## config.mk

```make
export PLATFORM = sky130hd
export DESIGN_NAME = boot_resp
export DESIGN_NICKNAME = d
export VERILOG_FILES = /design/src/core/boot_resp_pkg.sv /design/src/core/boot_resp.sv
export SDC_FILE = /design/constraint.sdc
export NUM_CORES = 1
export LEC_CHECK = 0
export BUFFER_PORTS_ARGS = -buffer_cell sky130_fd_sc_hd__buf_2
export CAP_MARGIN = 20
export CORE_MARGIN = 10
export CORE_UTILIZATION = 30
export CTS_BUF_LIST = sky130_fd_sc_hd__clkbuf_8
export DETAILED_ROUTE_END_ITERATION = 10
export GPL_TIMING_DRIVEN = 0
export PLACE_DENSITY = 0.52
export REMOVE_ABC_BUFFERS = 1
export SLEW_MARGIN = 20
export SYNTH_ARGS = -nofsm -noshare
export SYNTH_HDL_FRONTEND = slang
export SYNTH_SLANG_ARGS = --single-unit
```

## constraint.sdc

```tcl
create_clock -name i_sys_clk -period 8.5 [get_ports i_sys_clk]
set_input_delay 0.425 -clock i_sys_clk [delete_from_list [all_inputs] [get_ports i_sys_clk]]
set_output_delay 0.425 -clock i_sys_clk [all_outputs]
set_load 0.01 [all_outputs]
```

## src/core/boot_resp_pkg.sv

```systemverilog
// Package with byte codes, reply layout and carrier types of the boot responder
package boot_resp_pkg;
  // Handshake and command bytes
  localparam logic [7:0] MATCH_BAUD = 8'h86;
  localparam logic [7:0] MATCH_SYNC = 8'h79;
  localparam logic [7:0] CMD_SUM = 8'h90;
  localparam logic [7:0] CMD_ID = 8'hc0;
  // Error codes, sent three times; ERR_OVERRUN is never sent
  localparam logic [7:0] ERR_FRAME = 8'ha1;
  localparam logic [7:0] ERR_OVERRUN = 8'ha3;
  localparam logic [7:0] ERR_CMD = 8'h63;
  // Checksum reply
  localparam logic [7:0] SUM_BLANK = 8'haa;
  localparam logic [7:0] SUM_USED = 8'h55;
  // Identification record fixed bytes
  localparam logic [7:0] ID_START = 8'h3a;
  localparam logic [7:0] ID_COUNT = 8'h13;
  localparam logic [7:0] ID_ADDR_LEN = 8'h03;
  localparam logic [7:0] ID_ZERO = 8'h00;
  localparam logic [7:0] ID_BLOCKS = 8'h01;
  localparam logic [23:0] FLASH_FIRST = 24'h001000;
  localparam logic [23:0] FLASH_LAST = 24'h00ffff;
  // Reply positions (index 0 is the first byte the device sends)
  localparam logic [4:0] IDX_ID_PAY_FIRST = 5'h03;
  localparam logic [4:0] IDX_ID_PAY_LAST = 5'h15;
  localparam logic [4:0] IDX_ID_CSUM = 5'h16;
  localparam logic [4:0] IDX_SUM_LAST = 5'h02;
  localparam logic [4:0] IDX_ERR_LAST = 5'h02;
  // Serial framing: start, eight data bits, stop
  localparam logic [3:0] FRAME_BITS = 4'ha;
  localparam logic [15:0] BIT_PERIOD_RST = 16'h0010;

  typedef enum {ST_BAUD, ST_SYNC, ST_CMD, ST_REPLY, ST_HALT} resp_state_t;
  typedef enum {K_ECHO_BAUD, K_ECHO_SYNC, K_SUM, K_ID, K_ERR} reply_kind_t;

  // Flash checksum supplied by the device, sampled into sum_hold when each command byte arrives
  typedef struct packed {
    logic blank;
    logic [15:0] sum;
  } flash_sum_t;

  // Byte received on the serial line
  typedef struct packed {
    logic valid;
    logic frame_err;
    logic [7:0] data;
  } rx_word_t;
endpackage

```

## src/core/boot_resp.sv

```systemverilog
// Boot serial responder: baud match, checksum and identification replies
`timescale 1ns/1ps
module boot_resp #(
  parameter int FIFO_DEPTH = 2,
  parameter int MIN_BIT = 4,
  parameter logic [7:0] ROM_SIZE_CODE = 8'h11, // Arbitrary value
  parameter logic [7:0] RSV_A = 8'h22, // Arbitrary value
  parameter logic [7:0] RSV_B = 8'h33, // Arbitrary value
  parameter logic [7:0] RSV_C = 8'h44, // Arbitrary value
  parameter logic [7:0] RSV_D = 8'h5a // Arbitrary value
) (
  // Clock and reset
  input wire logic i_sys_clk,
  input wire logic i_reset,
  // Serial link
  input wire logic i_rxd,
  output logic o_txd,
  // Flash checksum from the device
  input wire boot_resp_pkg::flash_sum_t i_flash_sum,
  // Status
  output logic o_locked,
  output logic o_halted
);
  if (FIFO_DEPTH < 2 || (FIFO_DEPTH & (FIFO_DEPTH - 1)) != 0) begin : g_bad_depth
    $error("FIFO_DEPTH must be a power of two, at least 2");
  end
  if (MIN_BIT < 2) begin : g_bad_min
    $error("MIN_BIT must be at least 2");
  end
  localparam int PW = $clog2(FIFO_DEPTH);

  boot_resp_pkg::resp_state_t state;
  boot_resp_pkg::reply_kind_t kind;
  logic [4:0] idx;
  logic [7:0] id_acc;
  boot_resp_pkg::flash_sum_t sum_hold;
  logic [7:0] err_code;

  // Input synchroniser
  logic rx_m, rx_s, rx_d;
  always_ff @(posedge i_sys_clk) begin
    if (i_reset) begin
      rx_m <= 1'b1;
      rx_s <= 1'b1;
      rx_d <= 1'b1;
    end else begin
      rx_m <= i_rxd;
      rx_s <= rx_m;
      rx_d <= rx_s;
    end
  end
  wire logic fall = rx_d & ~rx_s;
  wire logic rise = ~rx_d & rx_s;

  // Baud measurement on 0x86: low 2 bits, high 2 bits, low 4 bits
  logic [1:0] meas_ph;
  logic [15:0] meas_cnt, meas_l, meas_h;
  logic [15:0] bit_per;
  logic meas_ok;
  logic [17:0] two_b, half_b, h_lo, h_hi, l2_lo, l2_hi;
  always_comb begin
    two_b = {2'b00, meas_l};
    half_b = {4'h0, meas_l[15:2]};
    h_lo = two_b - half_b;
    h_hi = two_b + half_b;
    l2_lo = {1'b0, meas_l, 1'b0} - {3'h0, meas_l[15:1]};
    l2_hi = {1'b0, meas_l, 1'b0} + {3'h0, meas_l[15:1]};
  end
  wire logic meas_good = ({2'b00, meas_h} >= h_lo) && ({2'b00, meas_h} <= h_hi) &&
                         ({2'b00, meas_cnt} >= l2_lo) && ({2'b00, meas_cnt} <= l2_hi) &&
                         (meas_l >= 16'(2 * MIN_BIT));
  always_ff @(posedge i_sys_clk) begin
    if (i_reset) begin
      meas_ph <= 2'h0;
      meas_cnt <= 16'h0000;
      meas_l <= 16'h0000;
      meas_h <= 16'h0000;
      meas_ok <= 1'b0;
      bit_per <= boot_resp_pkg::BIT_PERIOD_RST;
    end else begin
      meas_ok <= 1'b0;
      if (state != boot_resp_pkg::ST_BAUD) begin
        meas_ph <= 2'h0;
      end else if (meas_ph == 2'h0) begin
        if (fall) begin
          meas_ph <= 2'h1;
          meas_cnt <= 16'h0001;
        end
      end else if ((meas_ph[0] && rise) || (!meas_ph[0] && fall)) begin
        meas_cnt <= 16'h0001;
        if (meas_ph == 2'h1) begin
          meas_l <= meas_cnt;
          meas_ph <= 2'h2;
        end else if (meas_ph == 2'h2) begin
          meas_h <= meas_cnt;
          meas_ph <= 2'h3;
        end else begin
          // Failed matches are silent and the line is simply re-measured
          meas_ph <= 2'h0;
          if (meas_good) begin
            meas_ok <= 1'b1;
            bit_per <= {1'b0, meas_l[15:1]};
          end
        end
      end else if ((meas_ph == 2'h2 && {2'b00, meas_cnt} > h_hi) ||
                   (meas_ph == 2'h3 && {2'b00, meas_cnt} > l2_hi)) begin
        // An overlong run is no match byte; without this a bad byte left us
        // mid-measurement and the next 0x86 was read out of phase
        meas_ph <= 2'h0;
      end else if (meas_cnt != 16'hffff) begin
        meas_cnt <= meas_cnt + 16'h0001;
      end
    end
  end

  // Receiver at the measured rate, started once the rate is locked
  logic rx_busy;
  logic [15:0] rx_cnt;
  logic [3:0] rx_bitn;
  logic [7:0] rx_sh;
  boot_resp_pkg::rx_word_t rx;
  always_ff @(posedge i_sys_clk) begin
    if (i_reset) begin
      rx_busy <= 1'b0;
      rx_cnt <= 16'h0000;
      rx_bitn <= 4'h0;
      rx_sh <= 8'h00;
      rx <= '0;
    end else begin
      rx.valid <= 1'b0;
      if (!rx_busy) begin
        if (o_locked && fall) begin
          rx_busy <= 1'b1;
          rx_cnt <= {1'b0, bit_per[15:1]};
          rx_bitn <= 4'h0;
        end
      end else if (rx_cnt != 16'h0000) begin
        rx_cnt <= rx_cnt - 16'h0001;
      end else begin
        rx_cnt <= bit_per - 16'h0001;
        rx_bitn <= rx_bitn + 4'h1;
        if (rx_bitn == 4'h0) begin
          // A glitch that is gone at mid start bit is no frame
          if (rx_s) begin
            rx_busy <= 1'b0;
          end
        end else if (rx_bitn < boot_resp_pkg::FRAME_BITS - 4'h1) begin
          rx_sh <= {rx_s, rx_sh[7:1]};
        end else begin
          rx_busy <= 1'b0;
          rx.valid <= 1'b1;
          rx.frame_err <= ~rx_s;
          rx.data <= rx_sh;
        end
      end
    end
  end
  wire logic rx_ok = rx.valid && !rx.frame_err;

  // Reply byte selection
  logic [7:0] push_data;
  logic push_valid, push_ready;
  always_comb begin
    push_data = 8'h00;
    case (kind)
      boot_resp_pkg::K_ECHO_BAUD: push_data = boot_resp_pkg::MATCH_BAUD;
      boot_resp_pkg::K_ECHO_SYNC: push_data = boot_resp_pkg::MATCH_SYNC;
      boot_resp_pkg::K_ERR: push_data = err_code;
      boot_resp_pkg::K_SUM: begin
        case (idx)
          5'h00: push_data = sum_hold.blank ? boot_resp_pkg::SUM_BLANK
                                            : boot_resp_pkg::SUM_USED;
          5'h01: push_data = sum_hold.sum[15:8];
          default: push_data = sum_hold.sum[7:0];
        endcase
      end
      boot_resp_pkg::K_ID: begin
        case (idx)
          5'h00: push_data = boot_resp_pkg::CMD_ID;
          5'h01: push_data = boot_resp_pkg::ID_START;
          5'h02: push_data = boot_resp_pkg::ID_COUNT;
          5'h03: push_data = boot_resp_pkg::ID_ADDR_LEN;
          5'h04: push_data = RSV_A;
          5'h08: push_data = ROM_SIZE_CODE;
          5'h09: push_data = boot_resp_pkg::ID_BLOCKS;
          5'h0a: push_data = boot_resp_pkg::FLASH_FIRST[23:16];
          5'h0b: push_data = boot_resp_pkg::FLASH_FIRST[15:8];
          5'h0c: push_data = boot_resp_pkg::FLASH_FIRST[7:0];
          5'h0d: push_data = boot_resp_pkg::FLASH_LAST[23:16];
          5'h0e: push_data = boot_resp_pkg::FLASH_LAST[15:8];
          5'h0f: push_data = boot_resp_pkg::FLASH_LAST[7:0];
          5'h12: push_data = RSV_B;
          5'h14: push_data = RSV_C;
          5'h15: push_data = RSV_D;
          5'h16: push_data = 8'h00 - id_acc;
          default: push_data = boot_resp_pkg::ID_ZERO;
        endcase
      end
      default: push_data = 8'h00;
    endcase
  end
  assign push_valid = (state == boot_resp_pkg::ST_REPLY);
  wire logic push = push_valid && push_ready;
  logic [4:0] last_idx;
  always_comb begin
    case (kind)
      boot_resp_pkg::K_SUM: last_idx = boot_resp_pkg::IDX_SUM_LAST;
      boot_resp_pkg::K_ID: last_idx = boot_resp_pkg::IDX_ID_CSUM;
      boot_resp_pkg::K_ERR: last_idx = boot_resp_pkg::IDX_ERR_LAST;
      default: last_idx = 5'h00;
    endcase
  end

  // Exchange sequencer
  always_ff @(posedge i_sys_clk) begin
    if (i_reset) begin
      state <= boot_resp_pkg::ST_BAUD;
      kind <= boot_resp_pkg::K_ECHO_BAUD;
      idx <= 5'h00;
      err_code <= boot_resp_pkg::ERR_CMD;
      sum_hold <= '0;
    end else begin
      case (state)
        boot_resp_pkg::ST_BAUD: begin
          if (meas_ok) begin
            state <= boot_resp_pkg::ST_REPLY;
            kind <= boot_resp_pkg::K_ECHO_BAUD;
            idx <= 5'h00;
          end
        end
        boot_resp_pkg::ST_SYNC: begin
          if (rx.valid) begin
            // A wrong second byte is answered with silence and the link stops
            if (rx_ok && rx.data == boot_resp_pkg::MATCH_SYNC) begin
              state <= boot_resp_pkg::ST_REPLY;
              kind <= boot_resp_pkg::K_ECHO_SYNC;
              idx <= 5'h00;
            end else begin
              state <= boot_resp_pkg::ST_HALT;
            end
          end
        end
        boot_resp_pkg::ST_CMD: begin
          if (rx.valid) begin
            state <= boot_resp_pkg::ST_REPLY;
            idx <= 5'h00;
            sum_hold <= i_flash_sum;
            if (rx.frame_err) begin
              kind <= boot_resp_pkg::K_ERR;
              err_code <= boot_resp_pkg::ERR_FRAME;
            end else if (rx.data == boot_resp_pkg::CMD_SUM) begin
              kind <= boot_resp_pkg::K_SUM;
            end else if (rx.data == boot_resp_pkg::CMD_ID) begin
              kind <= boot_resp_pkg::K_ID;
            end else begin
              kind <= boot_resp_pkg::K_ERR;
              err_code <= boot_resp_pkg::ERR_CMD;
            end
          end
        end
        boot_resp_pkg::ST_REPLY: begin
          if (push) begin
            if (idx == last_idx) begin
              idx <= 5'h00;
              case (kind)
                boot_resp_pkg::K_ECHO_BAUD: state <= boot_resp_pkg::ST_SYNC;
                boot_resp_pkg::K_ERR: state <= boot_resp_pkg::ST_HALT;
                default: state <= boot_resp_pkg::ST_CMD;
              endcase
            end else begin
              idx <= idx + 5'h01;
            end
          end
        end
        boot_resp_pkg::ST_HALT: state <= boot_resp_pkg::ST_HALT;
        default: state <= boot_resp_pkg::ST_HALT;
      endcase
    end
  end

  // Identification payload sum, carries beyond bit seven dropped
  always_ff @(posedge i_sys_clk) begin
    if (i_reset) begin
      id_acc <= 8'h00;
    end else if (state == boot_resp_pkg::ST_CMD) begin
      id_acc <= 8'h00;
    end else if (push && kind == boot_resp_pkg::K_ID &&
                 idx >= boot_resp_pkg::IDX_ID_PAY_FIRST &&
                 idx <= boot_resp_pkg::IDX_ID_PAY_LAST) begin
      id_acc <= id_acc + push_data;
    end
  end

  assign o_halted = (state == boot_resp_pkg::ST_HALT);
  always_ff @(posedge i_sys_clk) begin
    if (i_reset) begin
      o_locked <= 1'b0;
    end else if (meas_ok) begin
      o_locked <= 1'b1;
    end
  end

  // Two-entry reply buffer; the sequencer stalls while it is full
  logic [7:0] fifo_mem [FIFO_DEPTH];
  logic [PW:0] wr_ptr, rd_ptr;
  wire logic fifo_empty = (wr_ptr == rd_ptr);
  wire logic fifo_full = (wr_ptr[PW] != rd_ptr[PW]) && (wr_ptr[PW-1:0] == rd_ptr[PW-1:0]);
  assign push_ready = ~fifo_full;
  logic tx_busy;
  wire logic pop = !fifo_empty && !tx_busy;
  always_ff @(posedge i_sys_clk) begin
    if (i_reset) begin
      wr_ptr <= '0;
    end else if (push) begin
      fifo_mem[wr_ptr[PW-1:0]] <= push_data;
      wr_ptr <= wr_ptr + 1'b1;
    end
  end
  always_ff @(posedge i_sys_clk) begin
    if (i_reset) begin
      rd_ptr <= '0;
    end else if (pop) begin
      rd_ptr <= rd_ptr + 1'b1;
    end
  end

  // Transmitter at the measured rate
  logic [9:0] tx_sh;
  logic [15:0] tx_cnt;
  logic [3:0] tx_bitn;
  always_ff @(posedge i_sys_clk) begin
    if (i_reset) begin
      tx_busy <= 1'b0;
      tx_sh <= 10'h3ff;
      tx_cnt <= 16'h0000;
      tx_bitn <= 4'h0;
      o_txd <= 1'b1;
    end else if (pop) begin
      tx_busy <= 1'b1;
      tx_sh <= {1'b1, fifo_mem[rd_ptr[PW-1:0]], 1'b0};
      tx_cnt <= bit_per - 16'h0001;
      tx_bitn <= 4'h0;
      o_txd <= 1'b0;
    end else if (tx_busy) begin
      if (tx_cnt != 16'h0000) begin
        tx_cnt <= tx_cnt - 16'h0001;
      end else if (tx_bitn == boot_resp_pkg::FRAME_BITS - 4'h1) begin
        tx_busy <= 1'b0;
        o_txd <= 1'b1;
      end else begin
        tx_cnt <= bit_per - 16'h0001;
        tx_bitn <= tx_bitn + 4'h1;
        tx_sh <= {1'b1, tx_sh[9:1]};
        o_txd <= tx_sh[1];
      end
    end
  end

  // Payload sum of the fixed record, worked out apart from the running accumulator
  localparam logic [7:0] ID_PAY_SUM = 8'(boot_resp_pkg::ID_ADDR_LEN + RSV_A + ROM_SIZE_CODE +
    boot_resp_pkg::ID_BLOCKS + boot_resp_pkg::FLASH_FIRST[23:16] +
    boot_resp_pkg::FLASH_FIRST[15:8] + boot_resp_pkg::FLASH_FIRST[7:0] +
    boot_resp_pkg::FLASH_LAST[23:16] + boot_resp_pkg::FLASH_LAST[15:8] +
    boot_resp_pkg::FLASH_LAST[7:0] + RSV_B + RSV_C + RSV_D);
endmodule

```

==> run_summary.xml <==
<?xml version="1.0" encoding="UTF-8"?>
<metrics>
  <group name="clock_network">
    <metric name="cts_root_buf" unit="">sky130_fd_sc_hd__clkbuf_8</metric>
    <metric name="postCtsHoldBufs" unit="">0</metric>
    <metric name="tritoncts" unit="">yes</metric>
    <metric name="clkTransAtPathRegs" unit="ps">120</metric>
    <metric name="postCtsSetupBuffers" unit="">0</metric>
    <metric name="clock_sink_count" unit="">198</metric>
    <metric name="post_cts.resized_instances" unit="">0</metric>
    <metric name="clock_tree.htree_level_count" unit="">4</metric>
    <metric name="ctsLongestPathBuffers" unit="">2</metric>
    <metric name="cts_inserted_buffers" unit="">17</metric>
    <metric name="clock_insertion_delay_worst_skew" unit="ps">520</metric>
  </group>
  <group name="power">
    <metric name="p_per_area" unit="nW/um^2">147</metric>
    <metric name="vdd_ir_drop_max" unit="uV">140</metric>
    <metric name="pwr-share-seq" unit="%">44.9</metric>
    <metric name="pwr-share-clk" unit="%">29.5</metric>
    <metric name="p_sw" unit="mW">0.828</metric>
    <metric name="power_report.internal_total" unit="mW">1.39</metric>
    <metric name="power.static_leakage" unit="nW">6.13</metric>
    <metric name="proportion_of_total_power_due_to_net_switching" unit="%">37.3</metric>
    <metric name="part_of_the_total_power_dissipated_in_combinational_logic" unit="%">25.6</metric>
  </group>
  <group name="synth">
    <metric name="yosys_register_bits" unit="">198</metric>
    <metric name="ys.flop_type" unit="">sky130_fd_sc_hd__dfxtp_1</metric>
    <metric name="post_synthesis_cell_type_count" unit="">73</metric>
    <metric name="synth_area_per_cell" unit="sq um">7.80</metric>
    <metric name="synth-edff-count" unit="">16</metric>
    <metric name="postSynthCellCount" unit="">1802</metric>
    <metric name="ys.warnings.count" unit="">0</metric>
    <metric name="async_reset_ff_share" unit="%">0</metric>
    <metric name="yosysSeqAreaShare" unit="%">29.3</metric>
    <metric name="syn_area" unit="sq um">14100</metric>
  </group>
  <group name="grt">
    <metric name="overflow" unit="">0</metric>
    <metric name="antenna_found_initial" unit="">0</metric>
    <metric name="grt_pass1_vias" unit="">11949</metric>
    <metric name="grt_pass1_wl" unit="microns">62700</metric>
    <metric name="grt_start_max_net_pins" unit="">96</metric>
    <metric name="grt_use_total" unit="%">13.4</metric>
  </group>
  <group name="final_layout">
    <metric name="most_common_cell_after_layout_fill_and_taps_aside" unit="">sky130_fd_sc_hd__nor2_1</metric>
    <metric name="antenna-diode-count" unit="">0</metric>
    <metric name="area_growth" unit="%">7.25</metric>
    <metric name="multiInputGateArea" unit="sq um">9290</metric>
    <metric name="ff_latch_area" unit="sq um">4130</metric>
    <metric name="final_layout_size_suffix_gt1_share" unit="%">5.77</metric>
    <metric name="fin_util" unit="%">32.5</metric>
    <metric name="fill_cells" unit="">4989</metric>
    <metric name="final_net_count" unit="">1910</metric>
    <metric name="post-route-cell-area" unit="sq um">15100</metric>
    <metric name="layout_common_cells" unit="">sky130_fd_sc_hd__nor2_1 (205), sky130_fd_sc_hd__a21oi_1 (192), sky130_fd_sc_hd__nand2_1 (183)</metric>
  </group>
  <group name="timing">
    <metric name="timing.final.crit_share" unit="%">70.9</metric>
    <metric name="number_of_pins_with_negative_max_slew_slack_in_the_final_report" unit="">0</metric>
    <metric name="fin_skew" unit="ps">32.6</metric>
    <metric name="final.min_clock_period" unit="ps">6030</metric>
    <metric name="final-hold-violation-count" unit="">0</metric>
    <metric name="max-slew-margin-rel" unit="%">34.4</metric>
    <metric name="setup_tns" unit="ps">0</metric>
    <metric name="tightest_slew" unit="ps">975</metric>
    <metric name="max_freq" unit="GHz">0.166</metric>
    <metric name="setup_viol_count_final" unit="">0</metric>
    <metric name="rsz0062_at_grt" unit="">false</metric>
  </group>
  <group name="drt">
    <metric name="via_count" unit="">12558</metric>
    <metric name="route.final.wire_length" unit="microns">38200</metric>
    <metric name="avgViaCountPerCell" unit="">5.29</metric>
    <metric name="drt_iter0_drc" unit="">835</metric>
    <metric name="routedWlPerCell" unit="microns">16.1</metric>
    <metric name="postRouteAntennaNets" unit="">0</metric>
    <metric name="first_drt_pass_iteration_count" unit="">5</metric>
    <metric name="detail_route.drc_violations" unit="">0</metric>
  </group>
  <group name="floorplanning">
    <metric name="die_footprint" unit="sq um">55900</metric>
    <metric name="rows" unit="">79</metric>
    <metric name="initial_core_utilization" unit="%">30.3</metric>
    <metric name="ioPinCount" unit="">23</metric>
    <metric name="floorplan.die.height" unit="microns">236</metric>
    <metric name="core_area" unit="sq um">46500</metric>
    <metric name="die_width" unit="microns">236</metric>
  </group>
  <group name="worst_setup_path">
    <metric name="worst-path-max-fanout" unit="">15</metric>
    <metric name="worst_path_max_delay_cell" unit="">sky130_fd_sc_hd__a211oi_2</metric>
    <metric name="max_stage_delay" unit="ps">790</metric>
    <metric name="critical_path.startpoint_type" unit="">register</metric>
    <metric name="cp_cell_sequence" unit="">inv_1 -&gt; ha_1 -&gt; nor4_1 -&gt; nand2_1 -&gt; a211o_1 -&gt; a311o_1 -&gt; and3_1 -&gt; or2_2 -&gt; ha_1 -&gt; nand4_1 -&gt; or4_1 -&gt; nor3_1 -&gt; nand4b_1 -&gt; nor3b_1 -&gt; a211oi_2 -&gt; nand3_1 -&gt; a211o_1</metric>
    <metric name="timing.setup.critical_path_class" unit="">reg -&gt; reg</metric>
    <metric name="cp_data_arrival_time" unit="ps">6440</metric>
    <metric name="worst_path_dominant_cell_family" unit="">simple AND/OR/NAND/NOR gates</metric>
    <metric name="timing.critical_path.required" unit="ps">8910</metric>
    <metric name="cp_num_buf_inv" unit="">1</metric>
    <metric name="worstSetupEndpointType" unit="">register</metric>
  </group>
  <group name="place">
    <metric name="gp_congestion" unit="">0.926</metric>
    <metric name="detailed_place.area" unit="sq um">14600</metric>
    <metric name="detailedPlacementHpwl" unit="microns">28400</metric>
    <metric name="placement.io_buffers" unit="">22</metric>
  </group>
  <group name="worst_hold_path">
    <metric name="worst_hold_path_type" unit="">in -&gt; reg</metric>
  </group>
  <group name="run_status">
    <metric name="status" unit="">completed</metric>
  </group>
  <group name="flow_run">
    <metric name="number_of_violations_of_the_max_capacitance_limit" unit="">0</metric>
  </group>
</metrics>
state kept, by name (all words and copies together) (netlist names), 3 cells and up, named ones only:
signal / count
sum_hold: 17
rx: 10
tx_bitn: 4
state: 3
id_acc: 8
rx_sh: 8
fifo_mem: 16
meas_h: 16
bit_per: 15
meas_l: 16
tx_sh: 8
rx_bitn: 4
meas_cnt: 16
rx_cnt: 16
idx: 5
tx_cnt: 16
kind: 3
metal layers:
layer / up-vias / routed length [microns] / global-route usage (%)
met5: - / 0 / 0
met4: 0 / 772 / 4.09
met3: 41 / 1160 / 2.11
met2: 192 / 17700 / 21.8
met1: 5971 / 18600 / 17.8
li1: 6354 / - / -
stage by stage:
step                instances  setup slack [ps]  power [mW]  hold slack [ps]
CTS                      2375              2470        2.25             64.1
floorplan                1710              3550        1.44              389
detailed placement       2343              2510        1.58              441
finish                   2376              2470        2.22              117
global route             2376              2070        2.38             79.9
global placement         2339              2520        1.57              429
kinds of logic (layout without fill, tap and decap cells):
group	count (synthesis)	after routing	synth area share, %
AOI/OAI and AO/OA	477	477	20.7
and+or+nand+nor	677	677	22.9
xor gates and xnor gates	90	90	5.80
muxes	58	58	4.17
adders and majority gates	136	136	12.3
buffers and inverters	166	133	4.74
DFF	198	198	29.3
area by class of cell:
type                    instances  share of cell area, %
clock buffers                  17                   1.55
clock inverters                15                   1.34
inverters                      74                   1.84
multi-input cells            1438                   61.6
flip-flops and latches        198                   27.4
well taps                     607                   5.04
repair buffers                 27                   1.23
worst paths after layout:
kind | cells after the start | startpoint | slack (ps) | endpoint
worst min-delay path | 2 | i_rxd | 120 | rx_m
worst min register to register | 1 | rx_m | 460 | rx_s
worst max register to register | 17 | meas_l[10] | 2470 | bit_per[4]
worst max-delay path | 17 | meas_l[10] | 2470 | bit_per[4]
cells in the mapped netlist, types with 17 or more instances:
library cell,n,area share (%)
sky130_fd_sc_hd__nor2_1,207,5.5
sky130_fd_sc_hd__inv_1,72,1.9
sky130_fd_sc_hd__dfxtp_1,182,26
sky130_fd_sc_hd__nor4_1,23,1.0
sky130_fd_sc_hd__clkbuf_1,78,2.1
sky130_fd_sc_hd__nand4_1,36,1.6
sky130_fd_sc_hd__mux2i_1,53,3.8
sky130_fd_sc_hd__or2_2,20,0.89
sky130_fd_sc_hd__nand2_1,183,4.9
sky130_fd_sc_hd__xor2_1,29,1.8
sky130_fd_sc_hd__a31oi_1,19,0.85
sky130_fd_sc_hd__and3_1,17,0.76
sky130_fd_sc_hd__nor3_1,37,1.3
sky130_fd_sc_hd__ha_1,130,12
sky130_fd_sc_hd__or3_1,20,0.89
sky130_fd_sc_hd__o31ai_1,19,1.0
sky130_fd_sc_hd__a211oi_1,28,1.5
sky130_fd_sc_hd__xnor2_1,59,3.7
sky130_fd_sc_hd__a21o_1,35,1.9
sky130_fd_sc_hd__a21oi_1,193,6.9
sky130_fd_sc_hd__nor2b_1,31,1.4
sky130_fd_sc_hd__o21ai_0,91,3.2
sky130_fd_sc_hd__nand3_1,41,1.5
sky130_fd_sc_hd__nand2b_1,19,0.85
power groups by stage:
stage / sequential (mW) / clock (mW) / combinational [mW]
after floorplan: 1.01 / 0 / 0.429
after global routing: 1.00 / 0.718 / 0.660
final: 0.996 / 0.654 / 0.568
after CTS: 0.996 / 0.684 / 0.570
after global placement: 1.02 / 0 / 0.556
after detailed placement: 1.02 / 0 / 0.568
Power figures use the tool's default switching activity.
